`src/kps_pkg.sv`:
```
// kps_pkg: constants, register indices and carrier types for the keypad scanner
// assumes a 250 MHz reference clock and a 32-bit AXI4-Lite register bus
`default_nettype none
package kps_pkg;
  localparam int CLK_MHZ = 250;
  // scan cycle at code 0, whole 4x5 matrix
  localparam int SCAN_BASE_NS = 64000;
  localparam int SCAN_BASE_CYC = SCAN_BASE_NS * CLK_MHZ / 1000;
  localparam int ROWS = 4;
  localparam int COLS = 5;
  localparam int SCAN_STEP_CYC = SCAN_BASE_CYC / ROWS;
  // long-press hold at threshold code 00b
  localparam int LONG_BASE_MS = 625;
  localparam int LONG_BASE_CYC = LONG_BASE_MS * CLK_MHZ * 1000;

  // register indices; byte address is four times the index
  localparam logic [7:0] IDX_CTRL_ONE = 8'hC0;
  localparam logic [7:0] IDX_CTRL_TWO = 8'hC1;
  localparam logic [7:0] IDX_CODE_FIRST = 8'hC2;
  localparam logic [7:0] IDX_CODE_SECOND = 8'hC3;
  localparam logic [7:0] IDX_CODE_THIRD = 8'hC4;
  localparam logic [7:0] IDX_EXTRA_IO = 8'hC7;
  localparam logic [7:0] IDX_INT_STATUS = 8'hC8;
  localparam logic [7:0] IDX_INT_CTRL = 8'hF0;

  // field positions
  localparam int C1_SCAN_EN = 7;
  localparam int C1_LONG_EN = 6;
  localparam int C2_WAKE_EN = 7;
  localparam int C2_THR_LO = 2;
  localparam int INT_KEY = 4;
  localparam int INT_LONG = 5;
  localparam int INT_WAKE = 6;

  // reset values, write masks and bus response codes
  localparam logic [7:0] CTRL_ONE_RST = 8'h00;
  localparam logic [7:0] CTRL_TWO_RST = 8'h00;
  localparam logic [7:0] INT_RST = 8'h00;
  localparam logic [7:0] C1_WMASK = 8'hF7;
  localparam logic [7:0] C2_WMASK = 8'h8C;
  localparam logic [7:0] INT_WMASK = 8'h70;
  localparam logic [1:0] RESP_OKAY = 2'h0;
  localparam logic [1:0] RESP_SLVERR = 2'h2;

  typedef struct packed {
    logic [1:0] count;
    logic [2:0][7:0] code;
  } kps_keys_t;

  // key code: row in bits 5-4, column in bits 2-0
  function automatic logic [7:0] kps_code(input logic [1:0] row, input logic [2:0] col);
    return {2'h0, row, 1'b0, col};
  endfunction
endpackage
`default_nettype wire

```
`src/kps_top.sv`:
```
// kps_top: keypad matrix scanner with extra io bit, AXI4-Lite register slave and interrupt
// assumes one 250 MHz clock; keypad and extra input pin are synchronous to it
//
// Chosen here: the AXI4-Lite slave port.
`default_nettype none
module kps_top #(
  parameter int P_SCAN_STEP_CYC = kps_pkg::SCAN_STEP_CYC,
  parameter int P_LONG_BASE_CYC = kps_pkg::LONG_BASE_CYC
) (
  // clock and reset
  input wire logic i_ref_clk,
  input wire logic i_rst_n,
  // axi4-lite write address and data
  input wire logic i_awvalid,
  output logic o_awready,
  input wire logic [11:0] i_awaddr,
  input wire logic i_wvalid,
  output logic o_wready,
  input wire logic [31:0] i_wdata,
  input wire logic [3:0] i_wstrb,
  // axi4-lite write response
  output logic o_bvalid,
  input wire logic i_bready,
  output logic [1:0] o_bresp,
  // axi4-lite read
  input wire logic i_arvalid,
  output logic o_arready,
  input wire logic [11:0] i_araddr,
  output logic o_rvalid,
  input wire logic i_rready,
  output logic [31:0] o_rdata,
  output logic [1:0] o_rresp,
  // keypad matrix
  output logic [3:0] o_row_n,
  input wire logic [4:0] i_col_n,
  // extra io bit
  input wire logic i_extra_input_pin,
  output logic o_extra_output_pin,
  // system
  output logic o_keypad_interrupt,
  output logic o_wake
);
  typedef struct packed {
    logic [7:0] ctrl1;
    logic [7:0] ctrl2;
    logic [7:0] int_ctrl;
    logic [7:0] int_status;
    logic gpo;
    logic gpi;
    logic aw_full;
    logic [9:0] aw_addr;
    logic w_full;
    logic [7:0] wdata;
    logic wstrb0;
    logic awready;
    logic wready;
    logic bvalid;
    logic [1:0] bresp;
    logic arready;
    logic rvalid;
    logic [1:0] rresp;
    logic [7:0] rdata;
    logic [31:0] long_cnt;
    logic long_done;
    logic wake;
    logic irq;
  } kps_top_st_t;

  kps_top_st_t st_ff;
  kps_top_st_t nxt_st;
  kps_pkg::kps_keys_t keys;
  logic key_change;
  logic [3:0] row_n;

  // mapped only below byte address 0x400; yields index or all ones
  function automatic logic [8:0] reg_index(input logic [11:0] addr);
    return (addr[11:10] == 2'h0) ? {1'b0, addr[9:2]} : 9'h1FF;
  endfunction

  function automatic logic [31:0] long_limit(input logic [1:0] thr, input int base);
    return 32'(base) * {30'h0, thr} + 32'(base);
  endfunction

  kps_scan #(
    .P_STEP_CYC(P_SCAN_STEP_CYC)
  ) u_scan (
    .i_ref_clk(i_ref_clk),
    .i_rst_n(i_rst_n),
    .i_enable(st_ff.ctrl1[kps_pkg::C1_SCAN_EN]),
    .i_freq(st_ff.ctrl1[2:0]),
    .i_col_n(i_col_n),
    .o_row_n(row_n),
    .o_keys(keys),
    .o_change(key_change)
  );

  always_comb begin
    logic [8:0] idx;
    logic [7:0] rd;
    logic ok;
    logic [7:0] set;
    logic [7:0] clr;
    idx = 9'h0;
    rd = 8'h00;
    ok = 1'b1;
    set = 8'h00;
    clr = 8'h00;
    nxt_st = st_ff;
    nxt_st.gpi = i_extra_input_pin;

    // write: address and data taken in either order, answered once both are held
    if (i_awvalid && st_ff.awready) begin
      nxt_st.aw_full = 1'b1;
      nxt_st.aw_addr = i_awaddr[11:2];
    end
    if (i_wvalid && st_ff.wready) begin
      nxt_st.w_full = 1'b1;
      nxt_st.wdata = i_wdata[7:0];
      nxt_st.wstrb0 = i_wstrb[0];
    end
    if (st_ff.bvalid && i_bready) begin
      nxt_st.bvalid = 1'b0;
    end
    if (st_ff.aw_full && st_ff.w_full && !st_ff.bvalid) begin
      nxt_st.aw_full = 1'b0;
      nxt_st.w_full = 1'b0;
      nxt_st.bvalid = 1'b1;
      nxt_st.bresp = kps_pkg::RESP_OKAY;
      idx = reg_index({st_ff.aw_addr, 2'h0});
      // only lane 0 carries register bits; other lanes are accepted and dropped
      if (idx[8]) begin
        nxt_st.bresp = kps_pkg::RESP_SLVERR;
      end else begin
        case (idx[7:0])
          kps_pkg::IDX_CTRL_ONE: begin
            if (st_ff.wstrb0) nxt_st.ctrl1 = st_ff.wdata & kps_pkg::C1_WMASK;
          end
          kps_pkg::IDX_CTRL_TWO: begin
            if (st_ff.wstrb0) nxt_st.ctrl2 = st_ff.wdata & kps_pkg::C2_WMASK;
          end
          kps_pkg::IDX_EXTRA_IO: begin
            if (st_ff.wstrb0) nxt_st.gpo = st_ff.wdata[0];
          end
          kps_pkg::IDX_INT_CTRL: begin
            if (st_ff.wstrb0) nxt_st.int_ctrl = st_ff.wdata & kps_pkg::INT_WMASK;
          end
          kps_pkg::IDX_INT_STATUS: begin
            if (st_ff.wstrb0) clr = st_ff.wdata & kps_pkg::INT_WMASK;
          end
          kps_pkg::IDX_CODE_FIRST, kps_pkg::IDX_CODE_SECOND, kps_pkg::IDX_CODE_THIRD: begin
            nxt_st.bresp = kps_pkg::RESP_OKAY;
          end
          default: begin
            nxt_st.bresp = kps_pkg::RESP_SLVERR;
          end
        endcase
      end
    end
    nxt_st.awready = !nxt_st.aw_full;
    nxt_st.wready = !nxt_st.w_full;

    // read
    if (st_ff.rvalid && i_rready) begin
      nxt_st.rvalid = 1'b0;
    end
    if (i_arvalid && st_ff.arready) begin
      idx = reg_index(i_araddr);
      case (idx)
        {1'b0, kps_pkg::IDX_CTRL_ONE}: rd = st_ff.ctrl1;
        {1'b0, kps_pkg::IDX_CTRL_TWO}: rd = {st_ff.ctrl2[7:2], keys.count};
        {1'b0, kps_pkg::IDX_CODE_FIRST}: rd = keys.code[0];
        {1'b0, kps_pkg::IDX_CODE_SECOND}: rd = keys.code[1];
        {1'b0, kps_pkg::IDX_CODE_THIRD}: rd = keys.code[2];
        {1'b0, kps_pkg::IDX_EXTRA_IO}: rd = {7'h00, st_ff.gpi};
        {1'b0, kps_pkg::IDX_INT_CTRL}: rd = st_ff.int_ctrl;
        {1'b0, kps_pkg::IDX_INT_STATUS}: rd = st_ff.int_status;
        default: ok = 1'b0;
      endcase
      nxt_st.rvalid = 1'b1;
      nxt_st.rdata = rd;
      nxt_st.rresp = ok ? kps_pkg::RESP_OKAY : kps_pkg::RESP_SLVERR;
    end
    nxt_st.arready = !nxt_st.rvalid;

    // long press: held unchanged key set counted in clock cycles
    if (!st_ff.ctrl1[kps_pkg::C1_LONG_EN] || key_change || keys.count == 2'h0) begin
      nxt_st.long_cnt = 32'h0;
      nxt_st.long_done = 1'b0;
    end else if (!st_ff.long_done) begin
      if (st_ff.long_cnt >= long_limit(st_ff.ctrl2[kps_pkg::C2_THR_LO +: 2], P_LONG_BASE_CYC) - 32'h1) begin
        nxt_st.long_done = 1'b1;
        set[kps_pkg::INT_LONG] = 1'b1;
      end else begin
        nxt_st.long_cnt = st_ff.long_cnt + 32'h1;
      end
    end

    set[kps_pkg::INT_KEY] = key_change;
    // wake follows any held key while enabled
    nxt_st.wake = st_ff.ctrl2[kps_pkg::C2_WAKE_EN] && keys.count != 2'h0;
    set[kps_pkg::INT_WAKE] = nxt_st.wake && !st_ff.wake;
    // a new event in the clearing cycle survives the clear
    nxt_st.int_status = (st_ff.int_status & ~clr) | set;
    // the keypad enable gates the whole output; the other mask bits only pick events
    nxt_st.irq = st_ff.int_ctrl[kps_pkg::INT_KEY] && |(nxt_st.int_status & st_ff.int_ctrl);
  end

  always_ff @(posedge i_ref_clk or negedge i_rst_n) begin
    if (!i_rst_n) begin
      st_ff <= '{ctrl1: kps_pkg::CTRL_ONE_RST, ctrl2: kps_pkg::CTRL_TWO_RST, int_ctrl: kps_pkg::INT_RST,
                 int_status: kps_pkg::INT_RST, default: '0};
    end else begin
      st_ff <= nxt_st;
    end
  end

  assign o_awready = st_ff.awready;
  assign o_wready = st_ff.wready;
  assign o_bvalid = st_ff.bvalid;
  assign o_bresp = st_ff.bresp;
  assign o_arready = st_ff.arready;
  assign o_rvalid = st_ff.rvalid;
  assign o_rdata = {24'h0, st_ff.rdata};
  assign o_rresp = st_ff.rresp;
  assign o_row_n = row_n;
  assign o_extra_output_pin = st_ff.gpo;
  assign o_keypad_interrupt = st_ff.irq;
  assign o_wake = st_ff.wake;
endmodule
`default_nettype wire

```
`src/kps_scan.sv`:
```
// kps_scan: row strobe, column sense and two-frame debounce of a 4x5 key matrix
// assumes column inputs are synchronous, pulled high, and low where a key joins the driven row
`default_nettype none
module kps_scan #(
  parameter int P_STEP_CYC = kps_pkg::SCAN_STEP_CYC
) (
  // clock and reset
  input wire logic i_ref_clk,
  input wire logic i_rst_n,
  // control
  input wire logic i_enable,
  input wire logic [2:0] i_freq,
  // matrix pins
  input wire logic [4:0] i_col_n,
  output logic [3:0] o_row_n,
  // results
  output kps_pkg::kps_keys_t o_keys,
  output logic o_change
);
  typedef enum logic {S_IDLE, S_SCAN} kps_scan_state_t;
  typedef struct packed {
    kps_scan_state_t state;
    logic [31:0] div;
    logic [1:0] row;
    kps_pkg::kps_keys_t frame;
    kps_pkg::kps_keys_t prev;
    kps_pkg::kps_keys_t keys;
    logic [3:0] row_n;
    logic change;
  } kps_scan_st_t;

  kps_scan_st_t st_ff;
  kps_scan_st_t nxt_st;
  logic [31:0] limit;

  // code doubles the scan cycle
  assign limit = 32'(P_STEP_CYC) << i_freq;

  always_comb begin
    kps_pkg::kps_keys_t f;
    f = st_ff.frame;
    nxt_st = st_ff;
    nxt_st.change = 1'b0;
    case (st_ff.state)
      S_IDLE: begin
        nxt_st.row_n = 4'hF;
        nxt_st.div = 32'h0;
        nxt_st.row = 2'h0;
        nxt_st.frame = '0;
        if (i_enable) begin
          nxt_st.state = S_SCAN;
          nxt_st.row_n = 4'hE;
        end
      end
      S_SCAN: begin
        if (!i_enable) begin
          nxt_st.state = S_IDLE;
          nxt_st.row_n = 4'hF;
        end else if (st_ff.div >= limit - 32'h1) begin
          nxt_st.div = 32'h0;
          // sample at the end of the row slot so the lines have settled
          for (int c = 0; c < kps_pkg::COLS; c++) begin
            if (!i_col_n[c] && f.count != 2'h3) begin
              f.code[f.count] = kps_pkg::kps_code(st_ff.row, 3'(c));
              f.count = f.count + 2'h1;
            end
          end
          nxt_st.row = st_ff.row + 2'h1;
          nxt_st.row_n = ~(4'h1 << nxt_st.row);
          nxt_st.frame = f;
          if (st_ff.row == 2'(kps_pkg::ROWS - 1)) begin
            // publish only a set seen twice in a row, count and codes together
            if (f == st_ff.prev && f != st_ff.keys) begin
              nxt_st.keys = f;
              nxt_st.change = 1'b1;
            end
            nxt_st.prev = f;
            nxt_st.frame = '0;
          end
        end else begin
          nxt_st.div = st_ff.div + 32'h1;
        end
      end
      default: begin
        nxt_st.state = S_IDLE;
      end
    endcase
  end

  always_ff @(posedge i_ref_clk or negedge i_rst_n) begin
    if (!i_rst_n) begin
      st_ff <= '{state: S_IDLE, row_n: 4'hF, default: '0};
    end else begin
      st_ff <= nxt_st;
    end
  end

  assign o_row_n = st_ff.row_n;
  assign o_keys = st_ff.keys;
  assign o_change = st_ff.change;
endmodule
`default_nettype wire

```
`config.mk`:
```
export PLATFORM = sky130hd
export DESIGN_NAME = kps_top
export DESIGN_NICKNAME = d
export VERILOG_FILES = /design/src/kps_pkg.sv /design/src/kps_top.sv /design/src/kps_scan.sv
export SDC_FILE = /design/constraint.sdc
export NUM_CORES = 1
export LEC_CHECK = 0
export ABC_AREA = 1
export ABC_CLOCK_PERIOD_IN_PS = 15400
export BUFFER_PORTS_ARGS = -buffer_cell sky130_fd_sc_hd__buf_4
export CAP_MARGIN = 20
export CORE_MARGIN = 3
export CORE_UTILIZATION = 40
export DETAILED_ROUTE_END_ITERATION = 6
export GPL_TIMING_DRIVEN = 0
export HOLD_SLACK_MARGIN = 0.02
export PLACE_DENSITY = 0.67
export SYNTH_ARGS = -nofsm -noshare
export SYNTH_HDL_FRONTEND = slang
export SYNTH_HIERARCHICAL = 1
export SYNTH_SLANG_ARGS = --single-unit
```
`constraint.sdc`:
```
create_clock -name i_ref_clk -period 15.4 [get_ports i_ref_clk]
set_input_delay 1.54 -clock i_ref_clk [delete_from_list [all_inputs] [get_ports i_ref_clk]]
set_output_delay 1.54 -clock i_ref_clk [all_outputs]
set_load 0.1 [all_outputs]
```
---- After elaboration in Yosys (flattened, before gate mapping) ----
Cells that the tools add are included.
storage, ports and cells
  flip-flop bits (word level) ............. 214
  latch bits .............................. 0
  RAM bits ................................ 0
  bits in read-only memories .............. 0
  bits of input ports ..................... 73
  output and inout bits ................... 48
  logic and storage cells ................. 227
  memories kept ........................... 0
cells by class
  add/subtract/negate cells ............... 11
  multiply operators ...................... 1
  div/mod/pow operators ................... 0
  order comparisons ....................... 12
  equal/unequal tests ..................... 29
  shifts and indexed selects .............. 2
  mux-type cells .......................... 75
  bitwise operators ....................... 7
  reduce and logical (&&, ||, !) cells .... 50
operator list
  kind                                                  number
  two-way mux 26 bit                                    21
  case mux 61 bit (2 select lines)                      1
  bitwise mux 24 bit                                    5
  two-way mux 112 bit                                   1
  two-way mux 85 bit                                    1
  demux 8 bit (select 2 bit)                            5
  two-way mux 78 bit                                    1
  equality test 9 x 8 -> 1 bit (second input constant)  8
  two-way mux 33 bit                                    2
  adder 32 x 1 -> 32 bit (second input constant)        2
  equality test 8 bit (second input constant)           8
  greater-or-equal comparator 32 bit                    2
  two-way mux 32 bit                                    2
  case mux 8 bit (8 select lines)                       1
  two-way mux 8 bit                                     5
  << shifter 12 x 3 -> 32 bit (first input constant)    1
  subtractor 31 x 1 -> 32 bit (second input constant)   1
  subtractor 32 x 1 -> 32 bit (second input constant)   1
  adder 30 x 28 -> 31 bit (second input constant)       1
  two-way mux 7 bit                                     4
  equality test 26 bit                                  1
  multiplier 24 x 2 -> 26 bit (first input constant)    1
  != test 26 bit                                        1
  OR reduction 8 bit                                    3
  other kinds (30)                                      108

---- Depth between registers and ports, before layout ----
Gate-level depths: netlist (run 1).
  word-level depth ........................ 52
  gate-level depth with buffers ........... 41
  mapped depth without buffers ............ 41

---- By module ----
Netlist (run 1), hierarchy kept.
by module, submodules not included
  module    instances  cells an instance  area an instance (µm²)  sequential area each (µm²)
  kps_scan  1          1,183              8,475.6                 2,957.8
  kps_top   1          809                5,983.2                 2,227.1

---- Worst setup path after synthesis (run 1) ----
No wires, ideal clock.
  path kind ............................... input to register
  from .................................... input port i_col_n[0]
  to ...................................... register u_scan.st_ff, in the netlist u_scan/o_keys[3]
  library setup time ...................... 117 ps
  data arrival time ....................... 5,866 ps
  data required time ...................... 15,283 ps
  path slack .............................. 9,417 ps
  cell stages on the path ................. 37
  buffers on the path ..................... 2
  cell sequence ........................... nor2_4 -> nand2_1 -> nand2_1 -> inv_1 -> ha_1 -> nor2_2 -> inv_1 -> nand3_1 -> nand2_1 -> inv_1 -> ha_1 -> inv_1 -> nand2_1 -> or2_2 -> nand2_1 -> ha_1 -> nor2_4 -> inv_1 -> or2_2 -> nand2_1 -> inv_1 -> ha_1 -> nand2_4 -> nand3_1 -> nor2_2 -> buf_6 -> nand2_2 -> nand2_2 -> xor2_2 -> nand3_1 -> nor2_1 -> nand2_2 -> nor2_8 -> nand3_4 -> buf_6 -> nand2_1 -> nand2_1
on the way
  word-level cells in the longest chain between the ends .. 36
  elaborated cells on any way between the ends .. 62
  classes of those cells .................. add/sub (4); order compare (8); eq/ne (6); mux (32); reduce/logical (12)
RTL lines
  element                                                                       line            source
  start: declaration                                                            kps_top.sv:35   input wire logic [4:0] i_col_n,
  zero test 1 bit (*)                                                           kps_scan.sv:63  if (!i_col_n[c] && f.count != 2'h3) begin
  logical AND 1 bit (*)                                                         kps_scan.sv:63
  two-way mux 26 bit (*)                                                        kps_scan.sv:63
  two-way mux 26 bit (*)                                                        kps_scan.sv:59  end else if (st_ff.div >= limit - 32'h1) begin
  two-way mux 26 bit (*)                                                        kps_scan.sv:56  if (!i_enable) begin
  two-way mux 26 bit (*)                                                        kps_scan.sv:44  case (st_ff.state)
  parallel branches: the longest is 2 deep, another holds adder 2 x 1 -> 2 bit  --
  two-way mux 26 bit (*)                                                        kps_scan.sv:63
  (+19 left out)                                                                --
  bitwise mux 24 bit                                                            kps_scan.sv:64  f.code[f.count] = kps_pkg::kps_code(st_ff.row, 3'(c));
  two-way mux 26 bit (*)                                                        kps_scan.sv:63
  two-way mux 26 bit (*)                                                        kps_scan.sv:59
  two-way mux 26 bit (*)                                                        kps_scan.sv:56
  two-way mux 26 bit (*)                                                        kps_scan.sv:44
  equality test 26 bit / != test 26 bit (equally long branches)                 kps_scan.sv:73  if (f == st_ff.prev && f != st_ff.keys) begin
  logical AND 1 bit                                                             kps_scan.sv:73
  AND reduction 5 bit (no line)                                                 --
  end signal: assignment                                                        kps_scan.sv:94  st_ff <= nxt_st;
  end: declaration                                                              kps_scan.sv:32  kps_scan_st_t st_ff;
Every way passes the cells marked *. The select of a mux whose other input is x is not followed.
A chain may end at the register's enable or synchronous reset.

---- Worst setup path in the final report (run 1) ----
  from .................................... input port i_col_n[0]
  to ...................................... register u_scan.st_ff, in the netlist u_scan/o_keys[21]
The elaborated chain is that of the path after synthesis.

==> summary.md, run 1 <==
| Metric | Value |
|---|---|
| Status | finished clean |
| Number of global-route vias before repair | 12.62k |
| CP most frequent cell | nand2_1 |
| DRC errors left | 0 |
| Count of cell types in the netlist | ~50 |
| Startpoint Class | primary input |
| Post-layout min period | 6.554 ns |
| Largest cells by area after synthesis | dfrtp_1, nand2_1, ha_1, inv_1, nand3_1 |
| All-Layer GR Usage | 0.2106 |
| Setup TNS | 0 ns |
| Largest net degree at the start of global routing | 115 |
| Nets@finish | between 2k and 2.5k |
| R2R cell count | 40 |
| Final Hold Slack | 0.4708 ns |
| Max-Cap Viols | 0 |
| DRT Pass-1 Iters | 5 |
| Initial DRC count | roughly 940 |
| Layout overhead on the synthesized area | 14.50% |
| Clock buffer count from CTS | 25 |
| CP Capture Type | flop |
| Power Dens Cells | approximately 91 mW/mm^2 |
| Remaining Overflow, GRT | 0 |
| Setup violators final | 0 |
| Seq/Total Area, Yosys | 0.3586 |
| Cell Area, Synth | between 0.01 and 0.015 sq mm |
| Slowest stage cell, crit path | or2_2 |
| Initial core utilization | 0.4065 |
| Worst-Skew Late Latency | 0.54 ns |
| Post-cts sizing count | 0 |
| Die Span X | slightly below 200 um |
| Reg2Reg Setup Slack | 9.24 ns |
| Syn Area/Cell | 7.258 sq um |
| Max stage delay on crit path | approximately 0.28 ns |
| CTS tree | done |
| Max-slew violation count | 0 |
| DR WL/cell | 15.69 um |
| Worst-Margin Slew | 1.092 ns |
| RSZ-0062 raised after global routing | false |
| FMAX | 152.6 MHz |
| First-pass GRT wire length | 66050 um |
| Total routed wirelength | 40830 um |
| FFs w/ async S/R, synth | 1.000 |
| DP Area | 0.01569 sq mm |
| Slew margin rel. | 0.2671 |
| Required time worst endpoint | 15.81 ns |
| CTS Buffer Depth | 3 |
| Commonest non-fill, non-tap cell in the layout | nand2_1 |
| Die area | 0.03847 sq mm |
| Design area | 0.01656 sq mm |
| Lkg Pwr | 0.008317 uW |
| IO buf count | between 60 and 70 |
| Fin. Hold Viols | 0 |
| Antenna violations before repair | 0 |
| Post-CTS Setup Bufs | 0 |
| Critical path type | primary input to flop |
| Core area | 0.03557 sq mm |
| Gate Count Post-Synth | 1992 |
| Final worst-path cycle share | 0.4256 |
| Yosys top cell by area | dfrtp_1 |
| Skew final | 0.01904 ns |
| Max H-tree Level | 1 |
| CP Max Fanout | 10 |
| FILL cells | 3582 |
| Via count | 13.12k |
| Most frequent cells in the layout | nand2_1, inv_1, dfrtp_1 |
| Worst hold path depth | 1 |
| Number of synthesized flops with an enable pin | 0 |
| Primary FF master, synth | dfrtp_1 |
| FP Rows | 69 |
| N_diodes | 0 |
| Clk pin slew, worst setup/hold paths | 0.05 ns |
| Share of cells above drive strength 1 | 0.1359 |
| Register bit total from synthesis | 207 |
| Chip height | 196.1 um |
| Drt via density | 5.042 |
| CP arrival | 6.96 ns |
| YS warnings | 6 |
| Synth top area share | 0.3513 |
| TritonCTS Sinks | about 210 |
| Worst hold path type | flop to flop |
| Total power | 1508 uW |
| I/O pin total | between 100 and 150 |
| Post-route ant nets | 0 |
| CTS root buffer | clkbuf_16 |
| Hold Buf Count CTS | 0 |
| Post-detail-place hpwl | 32150 um |
| RD Place Congestion | just under 1 |
| VDD IR-drop max | roughly 0.080 mV |
-- sequential cells by signal (all words and copies together) (netlist names), 4 cells and up --
name,flops
st_ff,71
o_rdata,8
u_scan/st_ff,87
u_scan/o_keys,26
u_scan/o_row_n,4
-- synth_stat cells (all sizes together) (10+ instances only) --
| cell | number |
|---|---|
| dfrtp | 203 |
| nand3 | 149 |
| o21ai | 127 |
| inv | 244 |
| xor2 | 40 |
| buf | 90 |
| clkbuf | 13 |
| ha | 84 |
| nand3b | 14 |
| nor2 | 142 |
| nand2 | 652 |
| a21oi | 37 |
| o22ai | 28 |
| nand4 | 65 |
| nor3 | 56 |
| xnor2 | 10 |
-- per-layer routing --
metal	track usage	share of wire	vias up
met1	0.2917	0.45	6055
met2	0.3457	0.46	362
met4	0.06549	0.033	0
met3	0.02524	0.052	86
li1	-	-	6617
met5	0	0	-
-- critical path, delay by kind of cell --
kind / cells / cell delay (ns)
buffers and inverters: 9 / 0.97
and+or+nand+nor: 27 / 3.60
adders and majority gates: 4 / 0.88
-- cells by family (layout without fill, tap and decap cells) --
kind of cell               after synthesis  in the layout  synth area share
and+or+nand+nor                       1092           1092            0.3409
buffers and inverters                  351            461            0.1168
DFF                                    207            207            0.3586
AOI/OAI and AO/OA                      204            204           0.07823
adders and majority gates               84             84           0.07269
xor gates and xnor gates                50             50           0.03081
other                                    2             41         0.0005194
muxes                                    2              2          0.001385
-- worst paths after layout --
| kind | start | endpoint |
|---|---|---|
| hold reg to reg | o_rvalid | o_arready |
| max in group asynchronous | i_rst_n | u_scan/st_ff[73] |
| setup / recovery | i_col_n[0] | u_scan/o_keys[21] |
| setup reg to reg | u_scan/st_ff[81] | u_scan/o_keys[21] |
| hold / removal | o_rvalid | o_arready |
| min in group asynchronous | i_rst_n | st_ff[20] |
-- per-stage QoR --
step	util	std cells	setup slack, ns
CTS	0.4655	2602	8.867
floorplan	-	2031	9.417
finish	0.4655	2602	8.846
global placement	0.4401	2555	8.449
detailed placement	0.4411	2556	8.333
global route	0.4655	2602	8.176
-- where the power goes --
group / internal [uW] / total (uW) / switching [uW]
sequential: 579 / 598 / 19.3
combinational: 72.8 / 292 / 219
clock: 377 / 619 / 242
-- layout make-up --
cell class | instances | area [sq um] | share of cell area
Buffer | 103 | 750.7 | 0.04534
Clock buffer | 34 | 719.4 | 0.04346
Clock inverter | 12 | 146.4 | 0.008842
Inverter | 248 | 938.4 | 0.05668
Multi-Input combinational cell | 1473 | 7731 | 0.4670
Sequential cell | 207 | 5185 | 0.3132
Tap cell | 461 | 576.8 | 0.03484
Timing Repair Buffer | 64 | 508.0 | 0.03068
(Power assumes the default switching activity.)
==> run 2: changes to the inputs <==
--- a/config.mk
+++ b/config.mk
@@ -6,7 +6,7 @@
 export NUM_CORES = 1
 export LEC_CHECK = 0
 export ABC_AREA = 1
-export ABC_CLOCK_PERIOD_IN_PS = 15400
+export ABC_CLOCK_PERIOD_IN_PS = 5900
 export BUFFER_PORTS_ARGS = -buffer_cell sky130_fd_sc_hd__buf_4
 export CAP_MARGIN = 20
 export CORE_MARGIN = 3
@@ -14,7 +14,7 @@
 export DETAILED_ROUTE_END_ITERATION = 6
 export GPL_TIMING_DRIVEN = 0
 export HOLD_SLACK_MARGIN = 0.02
-export PLACE_DENSITY = 0.67
+export PLACE_DENSITY = 0.69
 export SYNTH_ARGS = -nofsm -noshare
 export SYNTH_HDL_FRONTEND = slang
 export SYNTH_HIERARCHICAL = 1
==> constraint.sdc (replaced) <==
create_clock -name i_ref_clk -period 5.9 [get_ports i_ref_clk]
set_input_delay 0.59 -clock i_ref_clk [delete_from_list [all_inputs] [get_ports i_ref_clk]]
set_output_delay 0.59 -clock i_ref_clk [all_outputs]
set_load 0.1 [all_outputs]
==> run 2 against run 1 <==
  * Worst setup slack got worse by 8.5 ns
  * Clock power increased to 2.7 times the previous value
  * Global-route usage up 0.80 points
  * Die area unchanged
  * Non-clock buffer count up 14
  * Sequential share of layout area decreased by 0.57 points
  * Via count grew 2.5%
  * Count of clock-buffer cells in the layout is 1 higher
  * Critical path depth down 3
  * Hold slack got worse by 0.42 ns
  * First-iteration DRC count up 13%
==> summary.md, run 2 (synthesized netlist as in run 1, its figures left out) <==
| Metric | Value |
|---|---|
| Status | finished clean |
| Post-layout min period | ~5.5 ns |
| Final Worst Setup Slack | approximately 0.36 ns |
| CTS tree | done |
| Critical path type | flop to flop |
| Max stage delay on crit path | 0.45 ns |
| Via count | 13.44k |
| FILL cells | 3548 |
| Slowest stage cell, crit path | dfrtp_2 |
| Multi-input combinational cell area | around 0.0079 sq mm |
| Register area | 0.005187 sq mm |
| RD Place Congestion | 0.9733 |
| All-Layer GR Usage | 0.2185 |
| Post-route ant nets | 0 |
| Nets@finish | 2295 |
| DRT Pass-1 Iters | 6 |
| Skew final | 0.02974 ns |
| Fin. Hold Viols | 0 |
| Initial DRC count | about 1.1k |
| Worst r2r src | u_scan/st_ff[81] |
| FP Rows | 69 |
| Remaining Overflow, GRT | 0 |
| Setup violators final | 0 |
| Max-slew violation count | 0 |
| Slew margin rel. | 0.4842 |
| Chip height | between 150 and 200 um |
| Initial core utilization | 0.4065 |
| Die Span X | 196.1 um |
| DRC errors left | 0 |
| Final worst-path cycle share | 0.9397 |
| CP arrival | 6.01 ns |
| Commonest non-fill, non-tap cell in the layout | nand2_1 |
| Share of cells above drive strength 1 | 0.1567 |
| CP Max Fanout | 10 |
| VDD IR-drop max | 0.2087 mV |
| CTS Buffer Depth | 3 |
| Lkg Pwr | 0.008427 uW |
| CP most frequent cell | nand2_1 |
| Core area | 0.03557 sq mm |
| Total routed wirelength | around 42000 um |
| N_diodes | 0 |
| Drt via density | 5.134 |
| Post-detail-place hpwl | 32540 um |
| Clk pin slew, worst setup/hold paths | 0.06 ns |
| Largest net degree at the start of global routing | about 120 |
| Power Dens Cells | between 200 and 250 mW/mm^2 |
| Clock buffer count from CTS | 26 |
| Die area | 0.03847 sq mm |
| Largest register FFs | 87 |
| Worst-Margin Slew | around 0.77 ns |
| First-pass GRT wire length | 68600 um |
| Antenna violations before repair | 0 |
| Worst Setup SP | u_scan/st_ff[81] |
| Startpoint Class | flop |
| Number of global-route vias before repair | approximately 13k |
| DR WL/cell | 16.17 um |
| Max H-tree Level | 1 |
| Largest register by flop count | u_scan/st_ff |
| Layout overhead on the synthesized area | 16.70% |
| Total power | 4062 uW |
| Most frequent cells in the layout | nand2_1, inv_1, dfrtp_1 |
| TritonCTS Sinks | 207 |
| CTS root buffer | clkbuf_16 |
| FMAX | 180.4 MHz |
| I/O pin total | 121 |
| Required time worst endpoint | approximately 6.4 ns |
| Hold Buf Count CTS | 0 |
| IO buf count | 63 |
| CP Capture Type | flop |
| Pre-CTS WS | -0.2279 ns |
| Worst hold path type | primary input to async pin |
| Worst-Skew Late Latency | 0.55 ns |
| Max-Cap Viols | 0 |
## run 2: cell count changes in the layout (fill, tap and decap cells not counted), sizes merged
cell	delta
clkinvlp	-1
bufinv	+1
clkinv	+1
buf	+14
inv	-1
clkbuf	+1
nand3	+1
## run 2: what timing repair did
item,4_1_cts,5_1_grt
cloned,0,1
pin swaps,2,10
resized for setup,10,32
setup buffers,2,11
setup endpoints to repair,23,27
## run 2: worst paths after layout
check / depth (start not counted) / to / slack (ns)
min reg2reg: 2 / u_scan/st_ff[70] / 0.48
max in group asynchronous: 2 / u_scan/st_ff[82] / 4.76
min: 1 / st_ff[30] / 0.05
max: 37 / u_scan/o_keys[10] / 0.36
min in group i_ref_clk: 1 / st_ff[73] / 0.17
max reg2reg: 37 / u_scan/o_keys[10] / 0.36
## run 2: power breakdown
part / internal [uW] / switching [uW] / total, uW
registers: 1510 / 48.8 / 1560
logic: 204 / 594 / 798
clock network: 1060 / 647 / 1700
total: 2770 / 1290 / 4060
## run 2: worst max-delay path, delay by kind of cell, from the launching register on
family / cells / cell delay [ns]
fa+ha+maj: 5 / 1.09
simple gates: 25 / 3.20
buf+inv: 7 / 0.72
flops: 1 / 0.45
## run 2: area by class of cell
cell class | count | area share
tap | 461 | 0.03418
sequential | 207 | 0.3074
multi-input combinational | 1474 | 0.4660
buffer | 103 | 0.04538
clock inverter | 12 | 0.01068
clock buffer | 35 | 0.04412
timing repair buffer | 78 | 0.03656
inverter | 248 | 0.05561
## run 2: per-layer routing
| layer | track usage | share of wire | vias up |
|---|---|---|---|
| met5 | 0 | 0 | - |
| met4 | 0.08265 | 0.042 | 0 |
| met3 | 0.02456 | 0.055 | 92 |
| met2 | 0.3682 | 0.47 | 414 |
| met1 | 0.2897 | 0.43 | 6278 |
| li1 | - | - | 6658 |
## run 2: through the flow
stage | area (sq um) | instances | setup TNS [ns] | hold WS (ns) | utilization
floorplan | 14610 | 2031 | 0 | 0.2944 | -
global placement | 15660 | 2555 | -0.7516 | 0.4543 | 0.4401
detailed placement | 15700 | 2557 | -3.354 | 0.4610 | 0.4414
CTS | 16680 | 2606 | 0 | 0.08128 | 0.4691
global route | 16870 | 2618 | -0.4126 | 0.1164 | 0.4744
finish | 16870 | 2618 | 0 | 0.04861 | 0.4744
==> run 3: changes to the inputs <==
--- a/config.mk
+++ b/config.mk
@@ -15,6 +15,7 @@
 export GPL_TIMING_DRIVEN = 0
 export HOLD_SLACK_MARGIN = 0.02
 export PLACE_DENSITY = 0.69
+export SETUP_SLACK_MARGIN = 0.5
 export SYNTH_ARGS = -nofsm -noshare
 export SYNTH_HDL_FRONTEND = slang
 export SYNTH_HIERARCHICAL = 1
==> constraint.sdc (replaced) <==
create_clock -name i_ref_clk -period 5.9 [get_ports i_ref_clk]
set_input_delay 1.475 -clock i_ref_clk [delete_from_list [all_inputs] [get_ports i_ref_clk]]
set_output_delay 1.475 -clock i_ref_clk [all_outputs]
set_load 0.1 [all_outputs]
==> run 3 against run 2 <==
  * Non-clock buffer count rose by 49
  * Worst setup slack improved by 0.049 ns
  * Hold slack better by 0.43 ns
  * Utilization is 2.7 points higher
  * Register-to-register slack improved by 0.19 ns
  * Critical path type is now primary input to flop
  * Largest cell class unchanged
  * Largest power group unchanged
==> summary.md, run 3 (synthesized netlist as in run 1, its figures left out) <==
| Metric | Value |
|---|---|
| CTS tree | done |
| All-Layer GR Usage | 0.2184 |
| Multi-input combinational cell area | 0.008376 sq mm |
| Largest register FFs | between 80 and 90 |
| Final worst-path cycle share | 0.9313 |
| Die Span X | 196.1 um |
| Drt via density | 5.147 |
| FP Rows | between 60 and 70 |
| Skew final | 0.01480 ns |
| RSZ-0062 raised after global routing | true |
| Register area | 0.005185 sq mm |
| Chip height | approximately 200 um |
| I/O pin total | 121 |
| Clk pin slew, worst setup/hold paths | 0.06 ns |
| Via count | 13.72k |
| Startpoint Class | primary input |
| Largest net degree at the start of global routing | 77 |
| RD Place Congestion | 0.9766 |
| DR WL/cell | 16.29 um |
| Max stage delay on crit path | ~0.25 ns |
| Largest register by flop count | u_scan/st_ff |
| Lkg Pwr | about 0.0088 uW |
| Initial DRC count | 1039 |
| IO buf count | 63 |
| CP Capture Type | flop |
| Remaining Overflow, GRT | 0 |
| Slew margin rel. | 0.4553 |
| Max H-tree Level | 1 |
| Final Worst Setup Slack | 0.4051 ns |
| CP Max Fanout | 6 |
| Commonest non-fill, non-tap cell in the layout | nand2_1 |
| Critical path type | primary input to flop |
| Pre-CTS WS | -0.4036 ns |
| Status | finished clean |
| DRT Pass-1 Iters | 5 |
| Post-layout util | 0.5013 |
| VDD IR-drop max | 0.2623 mV |
| Post-route ant nets | 0 |
| CTS Buffer Depth | 3 |
| Nets@finish | 2343 |
| Worst hold path type | flop to flop |
| Worst-Skew Late Latency | 0.54 ns |
| R2R cell count | 37 |
| CP most frequent cell | nand2_4 |
| Required time worst endpoint | roughly 6.3 ns |
| FILL cells | about 3.4k |
| DRC errors left | 0 |
| TritonCTS Sinks | roughly 210 |
| Most frequent cells in the layout | nand2_1, inv_1, dfrtp_1 |
| N_diodes | 0 |
| Slowest stage cell, crit path | ha_4 |
| CP arrival | 5.92 ns |
| Total routed wirelength | 43410 um |
| Post-detail-place hpwl | around 33000 um |
| Core area | approximately 0.036 sq mm |
| First-pass GRT wire length | approximately 68000 um |
| Post-layout min period | 5.495 ns |
| Layout overhead on the synthesized area | 23.32% |
| Clock buffer count from CTS | 25 |
| Antenna violations before repair | 0 |
| Worst hold path depth | 2 |
| Worst r2r src | u_scan/st_ff[81] |
| Max-Cap Viols | 0 |
| Setup violators final | 0 |
| Share of cells above drive strength 1 | 0.2155 |
| Fin. Hold Viols | 0 |
| Power Dens Cells | 231.4 mW/mm^2 |
| Number of global-route vias before repair | about 13k |
| Max-slew violation count | 0 |
| Worst-Margin Slew | 0.8141 ns |
| Initial core utilization | 0.4065 |
| Die area | around 0.038 sq mm |
| Worst Hold Launch | u_scan/st_ff[65] |
| CTS root buffer | clkbuf_16 |
| FMAX | 182.0 MHz |
| Worst Setup SP | i_col_n[0] |
| Setup TNS | 0 ns |
run 3: cell count changes in the layout (fill, tap and decap cells not counted), sizes merged:
cell	change
buf	+48
clkbuf	-3
clkinvlp	-2
inv	+2
bufbuf	+1
bufinv	+1
run 3: path summary, 6_finish.rpt:
kind | to | slack, ns
min | u_scan/st_ff[65] | 0.48
max in group asynchronous | u_scan/st_ff[76] | 3.90
max reg2reg | u_scan/o_keys[6] | 0.55
min in group asynchronous | st_ff[20] | 0.87
max | u_scan/o_keys[6] | 0.41
min reg2reg | u_scan/st_ff[65] | 0.48
run 3: power breakdown:
part	switching, uW	leakage (uW)	internal, uW
Clock	636	0.000444	1050
Combinational	625	0.00564	261
Sequential	48.3	0.00270	1510
run 3: metrics by stage:
stage	hold slack (ns)	instance area (sq um)	instances	power [uW]
floorplan	0.4333	14820	2031	2155
global placement	0.4580	15870	2555	2346
detailed placement	0.4591	15940	2558	2364
CTS	0.4728	17150	2626	4096
global route	0.4950	17830	2665	4301
finish	0.4758	17830	2665	4125
run 3: per-layer routing:
layer | track usage | up-vias | part of all wire
li1 | - | 6765 | -
met1 | 0.2981 | 6444 | 0.44
met2 | 0.3592 | 410 | 0.47
met3 | 0.02782 | 99 | 0.061
met4 | 0.07447 | 0 | 0.035
met5 | 0 | - | 0
run 3: critical path, delay by kind of cell:
kind,cells,cell delay [ns]
adders and majority gates,4,0.68
buffers and inverters,10,0.91
and+or+nand+nor,25,2.79
run 3: layout make-up:
class	count	area share
well taps	461	0.03235
clock buffers	32	0.03880
flip-flops and latches	207	0.2908
clock inverters	13	0.01109
plain buffers	103	0.04330
repair buffers	127	0.06063
multi-input cells	1474	0.4697
inverters	248	0.05333
run 3: what timing repair did:
| item | 4_1_cts | 5_1_grt |
|---|---|---|
| hold buffers | 0 | 0 |
| setup endpoints to repair | 27 | 27 |
| pin swaps | 19 | 63 |
| gates cloned | 5 | 1 |
| buffers inserted | 18 | 38 |
| resized for setup | 34 | 105 |
